<file path="config.mk">
export PLATFORM = sky130hd
export DESIGN_NAME = pmsc_sideband
export DESIGN_NICKNAME = d
export VERILOG_FILES = /design/src/verilog/pmsc_pkg.sv /design/src/verilog/pmsc_bus_if.sv /design/src/verilog/pmsc_bus_gate.sv /design/src/verilog/pmsc_sideband.sv
export SDC_FILE = /design/constraint.sdc
export NUM_CORES = 1
export LEC_CHECK = 0
export BUFFER_PORTS_ARGS = -buffer_cell sky130_fd_sc_hd__buf_4
export CELL_PAD_IN_SITES_DETAIL_PLACEMENT = 1
export CELL_PAD_IN_SITES_GLOBAL_PLACEMENT = 1
export CORE_AREA = 3 3 84 86
export DETAILED_ROUTE_END_ITERATION = 10
export DIE_AREA = 0 0 87 89
export GPL_TIMING_DRIVEN = 0
export PLACE_DENSITY = 0.85
export SKIP_CTS_REPAIR_TIMING = 1
export SYNTH_ARGS = -nofsm -noshare
export SYNTH_HDL_FRONTEND = slang
export SYNTH_SLANG_ARGS = --single-unit
export TNS_END_PERCENT = 20
</file>
<file path="constraint.sdc">
create_clock -name clock -period 3.03 [get_ports clock]
set_clock_uncertainty 0.1 [all_clocks]
set_input_delay 0.303 -clock clock [delete_from_list [all_inputs] [get_ports clock]]
set_output_delay 0.303 -clock clock [all_outputs]
set_load 0.02 [all_outputs]
</file>
<file path="src/verilog/pmsc_pkg.sv">
package pmsc_pkg;

    // ========================================================================
    // Timing
    // ========================================================================
    localparam longint unsigned PMSC_CLK_PERIOD_NS = 64'h0000_0000_0000_0005;
    localparam longint unsigned PMSC_INIT_TIME_MS = 64'h0000_0000_0000_07D0;
    localparam longint unsigned PMSC_INIT_CYCLES_L =
        (PMSC_INIT_TIME_MS * 64'h0000_0000_000F_4240) / PMSC_CLK_PERIOD_NS;
    localparam logic [31:0] PMSC_INIT_CYCLES = PMSC_INIT_CYCLES_L[31:0];
    // Shortest low pulse on the reset pin that counts as a reset.
    localparam longint unsigned PMSC_RESET_MIN_NS = 64'h0000_0000_0000_2710;
    localparam longint unsigned PMSC_RESET_MIN_CYCLES_L =
        (PMSC_RESET_MIN_NS + PMSC_CLK_PERIOD_NS - 64'h0000_0000_0000_0001) / PMSC_CLK_PERIOD_NS;
    localparam logic [31:0] PMSC_RESET_MIN_CYCLES = PMSC_RESET_MIN_CYCLES_L[31:0];

    // ========================================================================
    // Reset values
    // ========================================================================
    localparam logic PMSC_SYNC_RESET_HIGH = 1'b1;
    localparam logic PMSC_SYNC_RESET_LOW = 1'b0;
    localparam logic [31:0] PMSC_COUNT_ZERO = 32'h0000_0000;
    localparam logic [31:0] PMSC_COUNT_ONE = 32'h0000_0001;

    // ========================================================================
    // States
    // ========================================================================
    typedef enum logic [1:0] {
        PMSC_ST_POWERUP = 2'b00,
        PMSC_ST_READY = 2'b01,
        PMSC_ST_RESET_LOW = 2'b10,
        PMSC_ST_INIT = 2'b11
    } pmsc_state_t;

endpackage : pmsc_pkg

</file>
<file path="src/verilog/pmsc_bus_if.sv">
`timescale 1ns/100ps
`default_nettype none

interface pmsc_bus_if;
    logic selected;
    logic scl;
    logic sda;
    logic sda_pull;

    modport gate (
        output selected,
        output scl,
        output sda,
        input sda_pull
    );

    modport core (
        input selected,
        input scl,
        input sda,
        output sda_pull
    );
endinterface : pmsc_bus_if

`default_nettype wire

</file>
<file path="src/verilog/pmsc_bus_gate.sv">
`timescale 1ns/100ps
`default_nettype none

module pmsc_bus_gate
    import pmsc_pkg::*;
(
    // Clock and reset.
    input wire logic clock,
    input wire logic nrst,
    // Pins.
    input wire logic module_select_n,
    input wire logic module_select_n_driven,
    input wire logic scl_in,
    input wire logic sda_in,
    // Core side.
    pmsc_bus_if.gate bus
);

    // ========================================================================
    // Synchronisers
    // ========================================================================
    logic [3:0] meta;
    logic [3:0] sync;
    logic select_level;

    always_ff @(posedge clock or negedge nrst) begin
        if (!nrst) begin
            meta <= 4'hF;
            sync <= 4'hF;
        end else begin
            meta <= {module_select_n_driven, module_select_n, scl_in, sda_in};
            sync <= meta;
        end
    end

    // ========================================================================
    // Gating
    // ========================================================================
    // An undriven select pin floats high through the internal pull-up.
    // The pull-up is resolved after the synchroniser, so no raw pin feeds logic.
    assign select_level = sync[3] ? sync[2] : 1'b1;
    // Deselected, the slave sees an idle bus, so it can neither start nor answer.
    assign bus.selected = ~select_level;
    assign bus.scl = select_level ? 1'b1 : sync[1];
    assign bus.sda = select_level ? 1'b1 : sync[0];

endmodule : pmsc_bus_gate

`default_nettype wire

</file>
<file path="src/verilog/pmsc_sideband.sv">
// Functional notes
// Selected module answers management bus traffic.
// Deselected module ignores all bus traffic.
// Undriven select pin reads deselected.
// Long reset pulse restores default settings. Timed from ready state only; a pulse released in power-up or init is ignored.
// Init interval starts at reset release.
// Host ignores status until completion.
// Completion: attention asserted, not-ready negated.
// Power-up posts completion attention unasked.
// Low-power request enters reduced-power state.
// Presence output low while seated.
// Attention low reports fault or critical status.
// Host reads bus to find cause.
// Attention pin only pulled low or released.
// Host reads flag bytes after attention.
// Fully functional within 2000 ms.
// Deselected module keeps data line released.
// Host holds reset high normally.
`timescale 1ns/100ps
`default_nettype none

module pmsc_sideband
    import pmsc_pkg::*;
#(
    parameter logic [31:0] INIT_CYCLES = PMSC_INIT_CYCLES
) (
    // Clock and reset.
    input wire logic clock,
    input wire logic nrst,
    // Host pins.
    input wire logic module_select_n,
    input wire logic module_select_n_driven,
    input wire logic module_reset_n,
    input wire logic low_power_request,
    input wire logic scl_in,
    input wire logic sda_in,
    output logic sda_out,
    output logic sda_oe,
    output logic attention_n_out,
    output logic attention_n_oe,
    output logic module_present_n,
    // Module internals.
    input wire logic fault_event,
    input wire logic flags_read,
    input wire logic slave_sda_pull,
    output logic slave_selected,
    output logic slave_scl,
    output logic slave_sda,
    output logic settings_reset,
    output logic data_not_ready,
    output logic reduced_power
);

    // ========================================================================
    // Bus gating
    // ========================================================================
    pmsc_bus_if bus ();

    pmsc_bus_gate u_gate (
        .clock(clock),
        .nrst(nrst),
        .module_select_n(module_select_n),
        .module_select_n_driven(module_select_n_driven),
        .scl_in(scl_in),
        .sda_in(sda_in),
        .bus(bus.gate)
    );

    assign bus.sda_pull = slave_sda_pull;

    // ========================================================================
    // Pin synchronisers
    // ========================================================================
    logic [1:0] pin_meta;
    logic [1:0] pin_sync;

    always_ff @(posedge clock or negedge nrst) begin
        if (!nrst) begin
            pin_meta <= {PMSC_SYNC_RESET_HIGH, PMSC_SYNC_RESET_LOW};
            pin_sync <= {PMSC_SYNC_RESET_HIGH, PMSC_SYNC_RESET_LOW};
        end else begin
            pin_meta <= {module_reset_n, low_power_request};
            pin_sync <= pin_meta;
        end
    end

    logic reset_pin;
    logic lp_pin;
    assign reset_pin = pin_sync[1];
    assign lp_pin = pin_sync[0];

    // ========================================================================
    // Reset and initialisation sequencer
    // ========================================================================
    pmsc_state_t state;
    pmsc_state_t next_state;
    logic [31:0] count;
    logic [31:0] next_count;
    logic pending;
    logic next_pending;
    logic not_ready;
    logic next_not_ready;
    logic settings_pulse;
    logic next_settings_pulse;

    always_comb begin
        next_state = state;
        next_count = count;
        next_pending = pending;
        next_not_ready = not_ready;
        next_settings_pulse = 1'b0;
        case (state)
            PMSC_ST_POWERUP: begin
                // Power-up runs its own initialisation and then posts completion.
                if (count >= INIT_CYCLES - PMSC_COUNT_ONE) begin
                    next_state = PMSC_ST_READY;
                    next_count = PMSC_COUNT_ZERO;
                    next_not_ready = 1'b0;
                    next_pending = 1'b1;
                end else begin
                    next_count = count + PMSC_COUNT_ONE;
                end
            end
            PMSC_ST_READY: begin
                if (!reset_pin) begin
                    next_state = PMSC_ST_RESET_LOW;
                    next_count = PMSC_COUNT_ONE;
                end
            end
            PMSC_ST_RESET_LOW: begin
                if (reset_pin) begin
                    // Short glitches are dropped; only a long pulse resets.
                    if (count >= PMSC_RESET_MIN_CYCLES) begin
                        next_state = PMSC_ST_INIT;
                        next_count = PMSC_COUNT_ZERO;
                        next_settings_pulse = 1'b1;
                        next_not_ready = 1'b1;
                        next_pending = 1'b0;
                    end else begin
                        next_state = PMSC_ST_READY;
                        next_count = PMSC_COUNT_ZERO;
                    end
                end else if (count < PMSC_RESET_MIN_CYCLES) begin
                    next_count = count + PMSC_COUNT_ONE;
                end
            end
            PMSC_ST_INIT: begin
                if (count >= INIT_CYCLES - PMSC_COUNT_ONE) begin
                    next_state = PMSC_ST_READY;
                    next_count = PMSC_COUNT_ZERO;
                    next_not_ready = 1'b0;
                    next_pending = 1'b1;
                end else begin
                    next_count = count + PMSC_COUNT_ONE;
                end
            end
            default: begin
                next_state = PMSC_ST_POWERUP;
                next_count = PMSC_COUNT_ZERO;
            end
        endcase
        // A fault in the same cycle as the host's flag read stays posted.
        if (state == PMSC_ST_READY) begin
            if (flags_read) begin
                next_pending = 1'b0;
            end
            if (fault_event) begin
                next_pending = 1'b1;
            end
        end
    end

    always_ff @(posedge clock or negedge nrst) begin
        if (!nrst) begin
            state <= PMSC_ST_POWERUP;
            count <= PMSC_COUNT_ZERO;
            pending <= 1'b0;
            not_ready <= 1'b1;
            settings_pulse <= 1'b0;
        end else begin
            state <= next_state;
            count <= next_count;
            pending <= next_pending;
            not_ready <= next_not_ready;
            settings_pulse <= next_settings_pulse;
        end
    end

    // ========================================================================
    // Registered outputs
    // ========================================================================
    always_ff @(posedge clock or negedge nrst) begin
        if (!nrst) begin
            sda_out <= 1'b0;
            sda_oe <= 1'b0;
            attention_n_out <= 1'b0;
            attention_n_oe <= 1'b0;
            module_present_n <= 1'b0;
            slave_selected <= 1'b0;
            slave_scl <= 1'b1;
            slave_sda <= 1'b1;
            settings_reset <= 1'b0;
            data_not_ready <= 1'b1;
            reduced_power <= 1'b0;
        end else begin
            sda_out <= 1'b0;
            // The data line is only ever pulled while this module is selected.
            sda_oe <= bus.selected & bus.sda_pull;
            // Open drain: the level is always low, only the enable moves.
            attention_n_out <= 1'b0;
            attention_n_oe <= pending;
            // A seated module ties the presence line to ground.
            module_present_n <= 1'b0;
            slave_selected <= bus.selected;
            slave_scl <= bus.scl;
            slave_sda <= bus.sda;
            settings_reset <= settings_pulse;
            data_not_ready <= not_ready;
            reduced_power <= lp_pin;
        end
    end

endmodule : pmsc_sideband

`default_nettype wire
</file>
# After elaboration in Yosys (flattened, before gate mapping)
# Index checks and enable logic that the tools add are counted.
# W data, S select, Z words.
[totals] ff_bits=57 latch_bits=0 ram_bits=0 rom_bits=0 output_inout_bits=11 word_cells=64 memories=0
[op_classes] add_sub_neg=1 mul=0 div_mod_pow=0 n_lt_le_gt_ge=3 eq_ne=8 shifts=0 n_mux=27 bitwise=2 n_reduce_logical=6
[ops] op="$mux W32" n=4
[ops] op="$pmux W32 S3" n=1
[ops] op="$add A32 B1 Y32 const B" n=1
[ops] op="$ge A32 B11 Y1 const B" n=1
[ops] op="$ge A32 B29 Y1 const B" n=1
[ops] op="$lt A32 B11 Y1 const B" n=1
[ops] op="$mux W1" n=15
[ops] op="$mux W2" n=4
[ops] op="$ne A2 B2 Y1 const B" n=3
[ops] op="$pmux W2 S3" n=1
[ops] op="$eq A2 B2 Y1 const B" n=2
[ops] op="$pmux W1 S2" n=2
[ops] op="$reduce_and A4 Y1" n=1
[ops] op="$ne A3 B3 Y1 const B" n=1
[ops] op="$reduce_and A3 Y1" n=1
[ops] op="$eq A2 B1 Y1 const B" n=1
[ops] op="$logic_not A2 Y1" n=1
[ops] op="$ne A2 B1 Y1 const B" n=1
[ops] op="$reduce_and A2 Y1" n=1
[ops] op="$reduce_bool A2 Y1" n=1
[ops] op="$reduce_or A2 Y1" n=1
[ops] op="$and A1 B1 Y1" n=1
[ops] op="$not A1 Y1" n=1

# Logic depth before layout (Yosys ltp)
# Gate-level depths: netlist of run 1.
[logic_depth] depth_word=7 mapped_depth=10 ltp_nobuf=8

# Hierarchy
# A second synthesis of run 1 with hierarchy kept.
[hier_totals] cells_unflattened=279 hier_area_um2=2820.2
[by_module_without_submodules] mod="pmsc_sideband" n_inst=1 cells_each=268 area_each_um2=2586.2 seq_area_each_um2=1233.7
[by_module_without_submodules] mod="pmsc_bus_gate" n_inst=1 cells_each=11 area_each_um2=234.0 seq_area_each_um2=210.2

# Least setup slack after synthesis of run 1
# OpenSTA, ideal clock, no wires.
[synth_path] path_type="register to register" from="register count[0]" to="register count[7]" t_arrival_ns=1.987 required_time_ns=2.811 slack_ns=0.824 path_stages_with_launch=10 synth_period_minus_slack_ns=2.206 path_cell_list="dfrtp_1 -> ha_1 -> nand3_1 -> or3_4 -> a22o_1 -> a21oi_2 -> buf_2 -> buf_4 -> o21ai_0 -> a21bo_2"
[synth_via] elab_chain_cells=4
[synth_lines] item="start: declaration" line_no="pmsc_sideband.sv:97" text="logic [31:0] count;"
[synth_lines] item="start signal: assignment" line_no="pmsc_sideband.sv:182" text="count <= next_count;"
[synth_lines] item="$add A32 B1 Y32" line_no="pmsc_sideband.sv:121, pmsc_sideband.sv:144, pmsc_sideband.sv:154"
[synth_lines] item="$mux W32" line_no="pmsc_sideband.sv:143" text="end else if (count < PMSC_RESET_MIN_CYCLES) begin"
[synth_lines] item="$mux W32" line_no="pmsc_sideband.sv:131" text="if (reset_pin) begin"
[synth_lines] item="$pmux W32 S3" line_no="pmsc_sideband.sv:112" text="case (state)"
# Parallel ways exist; a longest one is shown, timed or not. The select of a mux whose other input is x is not followed.
# A chain may end at the register's enable or synchronous reset.

# Worst setup path after layout of run 1
[layout_path] from="register count[13]" to="register count[2]"
[layout_via] elab_chain_cells=3
[layout_lines] item="$ge A32 B29 Y1 / $lt A32 B11 Y1 (equally long branches)" line_no="pmsc_sideband.sv:115, pmsc_sideband.sv:148, pmsc_sideband.sv:143"
[layout_lines] item="$mux W32 / $ne A3 B3 Y1 (equally long branches)"
[layout_lines] item="$pmux W32 S3 / $reduce_and A2 Y1 (equally long branches)"
# Parallel ways exist; a longest one is shown, timed or not.

==> results of run 1 <==
sequential cells by signal, summed over array words and instances (netlist names), 2 cells and up:
name and flops:
pin_sync 2, pin_meta 2, u_gate.meta 4, count 32, u_gate.sync 4, state 2
cell families (layout without fill, tap and decap cells):
kind of cell    Yosys count  in the layout  share of synthesized area [%]
compound gates           71             71                           17.6
fa+ha+maj                 5              5                           2.22
buf+inv                  23             64                           3.95
flops                    57             57                           51.2
mux                       3              3                           1.11
other cells               1              3                          0.133
simple gates            124            124                           23.9
routing by layer:
layer | up-vias | share of wire [%] | global-route usage [%]
li1 | 1130 | - | -
met1 | 1250 | 43 | 27.3
met2 | 61 | 51 | 40.2
met3 | 10 | 4.8 | 6.45
met4 | 0 | 1.2 | 5.95
met5 | - | 0 | 0
report_power, final:
| group | total, mW | switching (mW) | internal, mW |
|---|---|---|---|
| clock network | 0.739 | 0.353 | 0.386 |
| registers | 0.783 | 0.00513 | 0.778 |
| logic | 0.0497 | 0.0282 | 0.0216 |
worst max-delay path, cell delays in order (launching register included):
cell	delay (ns)
dfrtp_1	0.46
nor4_2	0.36
and4_1	0.26
o2111ai_2	0.24
a22oi_2	0.46
clkbuf_1	0.47
o21ai_0	0.22
a21o_1	0.23
cells in the mapped netlist (2+ instances only):
cell type  instances  area share (%)
nand3_1           27             4.8
nand4b_1           2            0.62
buf_4              4             1.1
and3_1             8             1.8
nand2b_1           3            0.67
a2bb2oi_1          4             1.2
nor2_1            11             1.5
nand2_1           29             3.9
ha_1               5             2.2
inv_1             11             1.5
buf_2              2            0.35
and2_1             2            0.44
a211oi_1           2            0.53
o21a_1             2            0.53
clkbuf_1           5            0.67
nor3_1            10             1.8
and4_1             3            0.93
a21boi_0           2            0.53
dfstp_2           14              13
a31oi_1            4            0.89
a21oi_1           11             2.0
o31ai_1            3            0.80
a22o_1             7             2.2
a22oi_1            2            0.53
mux2i_1            2            0.71
a21o_1             5             1.3
o21ai_0           18             3.2
or3_1              2            0.44
nor4_1             5             1.1
nand4_1            6             1.3
dfrtp_1           43              38
nor2b_1            3            0.67
or4_1              9             2.4
how the worst max path moves through the flow:
| stage | start | to | slack (ns) | cells past startpoint |
|---|---|---|---|---|
| after detailed placement | count[14] | count[2] | 0.15 | 7 |
| after global routing | count[14] | count[2] | -0.02 | 7 |
| final | count[13] | count[2] | 0.11 | 7 |
| after CTS | count[14] | count[2] | 0.12 | 7 |
| after floorplan | count[0] | count[7] | 0.82 | 9 |
| after global placement | count[14] | count[2] | 0.23 | 7 |
layout make-up:
class | instances | area, um2 | share of cell area (%)
plain buffers | 12 | 70.1 | 2.10
inverters | 11 | 41.3 | 1.24
clock buffers | 9 | 124 | 3.71
clock inverters | 7 | 80.1 | 2.40
flip-flops and latches | 57 | 1440 | 43.3
multi-input cells | 206 | 1270 | 38.2
well taps | 77 | 96.3 | 2.89
repair buffers | 25 | 205 | 6.15
==> flow_summary_export.csv, run 1 <==
group,metric,value,unit
outcome,status,"complete, no violations",
routing,vias_per_cell,6.07,
critical_path,worst_ep_required_time,3.17,ns
critical_path,worstPathMaxFanout,10,
cells_and_area,final_cell_mix,"43 x dfrtp_1, 29 x nand2_1, 27 x nand3_1, 22 x buf_4, 18 x o21ai_0",
global_route,grt_antenna_before_repair,0,
critical_path,r2r-start,"count[13]",
logic_synthesis,yosysWarnings,0,
cells_and_area,filler_cell_count,745,
cells_and_area,fin_util,52.5,%
min_path,hold_depth,2,
floorplanning,die_h,89,um
placement,dpl_cell_area,0.00306,mm2
logic_synthesis,ys.flop_type,"dfrtp_1",
critical_path,r2r_end,"count[2]",
cells_and_area,fin_nets,338,
clock_tree,cts_tree,"done",
floorplanning,die-area,0.00774,mm2
cells_and_area,mostFrequentLayoutCell,"dfrtp_1",
clock_tree,htree_levels,3,
routing,num_vias,2451,
cells_and_area,syn_to_final_growth,18.2,%
timing,max-slew-margin-rel,51.4,%
logic_synthesis,syn_inst,284,
clock_tree,path_clk_slew,0.08,ns
global_route,grt_max_degree,58,
cells_and_area,stdcell_area,0.00333,mm2
critical_path,cp-end-kind,"flip-flop",
placement,gp_congestion,0.804,
placement,io_buffers,18,
clock_tree,clk_latency,0.35,ns
global_route,gr-total-overflow,0,
placement,dp_cells,381,
critical_path,critPathLaunchType,"flip-flop",
cells_and_area,antenna_cells_inserted,0,
routing,wl_per_cell,19.7,um
timing,period_share,96.5,%
clock_tree,cts_buffers,9,
power_and_ir_drop,powerDensity,471,mW/mm2
routing,drt-initial-drc-count,176,
timing,report.final.slew_viol_count,0,
timing,setup_viol,0,
logic_synthesis,ys_ff_latch,57,
job,maxCapViolCount,0,
global_route,grt_pass1_vias,2639,
timing,fin_crit,2.92,ns
critical_path,reg2reg_setup_slack,0.11,ns
cells_and_area,final_cells,404,
power_and_ir_drop,power,1.57,mW
logic_synthesis,synth_area,0.00282,mm2
min_path,holdPathEnd,"sda_oe",
timing,whs,0.0680,ns
power_and_ir_drop,ir_drop,0.285,mV
routing,wl,7.95,mm
critical_path,setup.worst_path.class,"reg2reg",
min_path,hold_class,"in2reg",
floorplanning,core-area,0.00635,mm2
global_route,gr-usage-all-layers,22.8,%
clock_tree,clock_sink_count,57,
routing,drt_pass1_iterations,4,
timing,hold_viol,0,
timing,timing.fmax,342,MHz
logic_synthesis,seq_area_frac_synth,51.2,%
clock_tree,cts_root_buf,"clkbuf_8",
placement,post-place-ws,0.153,ns
power_and_ir_drop,p_leak,1.44,nW
floorplanning,start_util,44.4,%
logic_synthesis,async_flop_share,100,%
floorplanning,row_count,29,
cells_and_area,drive_above_1_share,19.9,%
logic_synthesis,synth_edf_count,0,
critical_path,r2r_cells,7,
timing,tns,0,ns
routing,antenna_left,0,
clock_tree,cts_max_path_buffers,2,
floorplanning,die_w,87,um
timing,worst_pin_slew,0.729,ns
floorplanning,boundaryPins,22,
critical_path,cp.arrival,3.06,ns
logic_synthesis,syn_avg_cell_area,9.93,um2
placement,place_hpwl,5.24,mm
routing,drc,0,
timing,setup_slack,0.107,ns
logic_synthesis,ys_types,51,
global_route,grt_pass1_wl,13.2,mm
min_path,hold_start,"slave_sda_pull",
Note: power is estimated with default switching activity, not from simulation.
==> run 2: changes to the inputs <==
--- a/config.mk
+++ b/config.mk
@@ -5,14 +5,16 @@
 export SDC_FILE = /design/constraint.sdc
 export NUM_CORES = 1
 export LEC_CHECK = 0
+export ABC_AREA = 0
 export BUFFER_PORTS_ARGS = -buffer_cell sky130_fd_sc_hd__buf_4
 export CELL_PAD_IN_SITES_DETAIL_PLACEMENT = 1
 export CELL_PAD_IN_SITES_GLOBAL_PLACEMENT = 1
-export CORE_AREA = 3 3 84 86
+export CORE_AREA = 3 3 71 100
 export DETAILED_ROUTE_END_ITERATION = 10
-export DIE_AREA = 0 0 87 89
+export DIE_AREA = 0 0 74 103
+export GPL_ROUTABILITY_DRIVEN = 0
 export GPL_TIMING_DRIVEN = 0
-export PLACE_DENSITY = 0.85
+export PLACE_DENSITY = 0.86
 export SKIP_CTS_REPAIR_TIMING = 1
 export SYNTH_ARGS = -nofsm -noshare
 export SYNTH_HDL_FRONTEND = slang
==> run 2 against run 1 <==
First-iteration DRC count decreased by 28%. Via count shrank 1.4%. Design area decreased by 0.26%. Cell count fell by 1.2%. Wire length down 3.4%. Non-clock buffer count unchanged. Critical path type unchanged.
==> flow_summary_export.csv, run 2 (synthesized netlist as in run 1, its figures left out) <==
group,metric,value,unit
min_path,hold_start,"slave_sda_pull",
min_path,holdPathEnd,"sda_oe",
global_route,grt_pass1_wl,12.1,mm
critical_path,cp-end-kind,"flip-flop",
routing,antenna_left,0,
critical_path,r2r-start,"count[14]",
timing,whs,0.0646,ns
cells_and_area,reg.largest.list,"count x32, u_gate.meta x4, u_gate.sync x4",
timing,fin_crit,2.74,ns
routing,drt_pass1_iterations,4,
routing,vias_per_cell,6.06,
clock_tree,path_clk_slew,0.07,ns
clock_tree,cts_tree,"done",
global_route,grt_pass1_vias,2462,
power_and_ir_drop,ir_drop,0.186,mV
placement,place_hpwl,5.24,mm
power_and_ir_drop,p_int,1.17,mW
timing,setup_viol,0,
floorplanning,die_w,74,um
routing,wl,7.68,mm
critical_path,r2r_end,"count[15]",
power_and_ir_drop,comb_power_share,3.2,%
global_route,grt_antenna_before_repair,0,
timing,tns,0,ns
cells_and_area,max_flop_register,"count",
power_and_ir_drop,p_sw_share,23.5,%
critical_path,worst_ep_required_time,3.15,ns
cells_and_area,fin_util,53.2,%
global_route,grt_max_degree,58,
critical_path,worstPathMaxFanout,10,
cells_and_area,largest_register_ffs,32,
cells_and_area,stdcell_area,0.00333,mm2
clock_tree,cts_root_buf,"clkbuf_8",
critical_path,r2r_cells,8,
critical_path,reg2reg_setup_slack,0.29,ns
min_path,hold_depth,2,
timing,max-slew-margin-rel,52.1,%
power_and_ir_drop,p_clk_share,45.6,%
timing,timing.fmax,364,MHz
clock_tree,clk_latency,0.35,ns
floorplanning,start_util,45.1,%
timing,setup_slack,0.285,ns
min_path,hold_class,"in2reg",
power_and_ir_drop,seq_power_share,51.2,%
routing,drc,0,
cells_and_area,syn_to_final_growth,17.9,%
routing,num_vias,2417,
floorplanning,row_count,34,
cells_and_area,regArea,0.00144,mm2
global_route,gr-total-overflow,0,
clock_tree,cts_max_path_buffers,2,
cells_and_area,fin_nets,338,
timing,rsz0062_at_grt,"no",
floorplanning,die_h,103,um
clock_tree,htree_levels,3,
placement,post-place-ws,0.108,ns
critical_path,critPathLaunchType,"flip-flop",
floorplanning,boundaryPins,22,
timing,report.final.slew_viol_count,0,
cells_and_area,antenna_cells_inserted,0,
placement,dpl_cell_area,0.00305,mm2
cells_and_area,drive_above_1_share,20.2,%
cells_and_area,mostFrequentLayoutCell,"dfrtp_1",
timing,period_share,90.6,%
floorplanning,core-area,0.00625,mm2
clock_tree,cts_buffers,9,
timing,hold_viol,0,
clock_tree,clock_sink_count,57,
floorplanning,die-area,0.00762,mm2
power_and_ir_drop,powerDensity,460,mW/mm2
critical_path,setup.worst_path.class,"reg2reg",
job,maxCapViolCount,0,
global_route,gr-usage-all-layers,21.5,%
outcome,status,"complete, no violations",
cells_and_area,multi_input_area,0.00127,mm2
routing,wl_per_cell,19.2,um
placement,io_buffers,18,
cells_and_area,filler_cell_count,719,
power_and_ir_drop,p_leak,1.44,nW
power_and_ir_drop,power_switching,0.359,mW
critical_path,cp.arrival,2.87,ns
timing,worst_pin_slew,0.719,ns
cells_and_area,final_cell_mix,"43 x dfrtp_1, 29 x nand2_1, 27 x nand3_1, 22 x buf_4, 18 x o21ai_0",
routing,drt-initial-drc-count,126,
-- run 2: cell count changes in the layout (fill, tap and decap cells not counted), sizes merged --
cell / change
clkbuf: +2
inv: -1
bufinv: -1
-- run 2: how the worst max path moves through the flow --
stage                endpoint       from  slack (ns)  cells past startpoint
CTS                  count[2]  count[14]        0.08                      7
floorplan            count[7]   count[0]        0.82                      9
finish              count[15]  count[14]        0.29                      8
global route        count[15]  count[14]        0.08                      6
detailed placement   count[2]  count[14]        0.11                      7
global placement     count[2]  count[14]        0.21                      7
-- run 2: critical path, stage by stage, from the launching register on --
cell       delay [ns]
dfrtp_1          0.45
nor4_2           0.38
and4_1           0.27
o2111ai_2        0.24
a22o_2           0.40
buf_6            0.18
clkbuf_1         0.27
a2bb2oi_1        0.22
o41ai_1          0.09
-- run 2: power by group through the flow --
stage / Combinational [mW] / Clock (mW) / Sequential [mW]
5_1_grt: 0.0545 / 0.748 / 0.784
4_1_cts: 0.0427 / 0.707 / 0.783
6_report: 0.0488 / 0.696 / 0.783
3_3_place_gp: 0.0418 / 0 / 0.795
2_1_floorplan: 0.00840 / 0 / 0.799
3_5_place_dp: 0.0427 / 0 / 0.796
-- run 2: per-layer routing --
layer | share of wire [%] | GRT usage [%]
met5 | 0 | 0
met4 | 2.7 | 11.2
met3 | 3.7 | 4.10
met2 | 53 | 37.8
met1 | 40 | 24.3
-- run 2: area by class of cell --
class                           instances  area share [%]
Multi-Input combinational cell        206            38.3
Buffer                                 12            2.14
Inverter                               11            1.24
Tap cell                               72            2.71
Sequential cell                        57            43.4
Timing Repair Buffer                   25            6.17
Clock buffer                           11            4.89
Clock inverter                          5            1.13
-- run 2: per-stage QoR --
step	cells	total power [mW]
global route	399	1.59
finish	399	1.53
floorplan	286	0.807
global placement	376	0.837
detailed placement	376	0.839
CTS	392	1.53
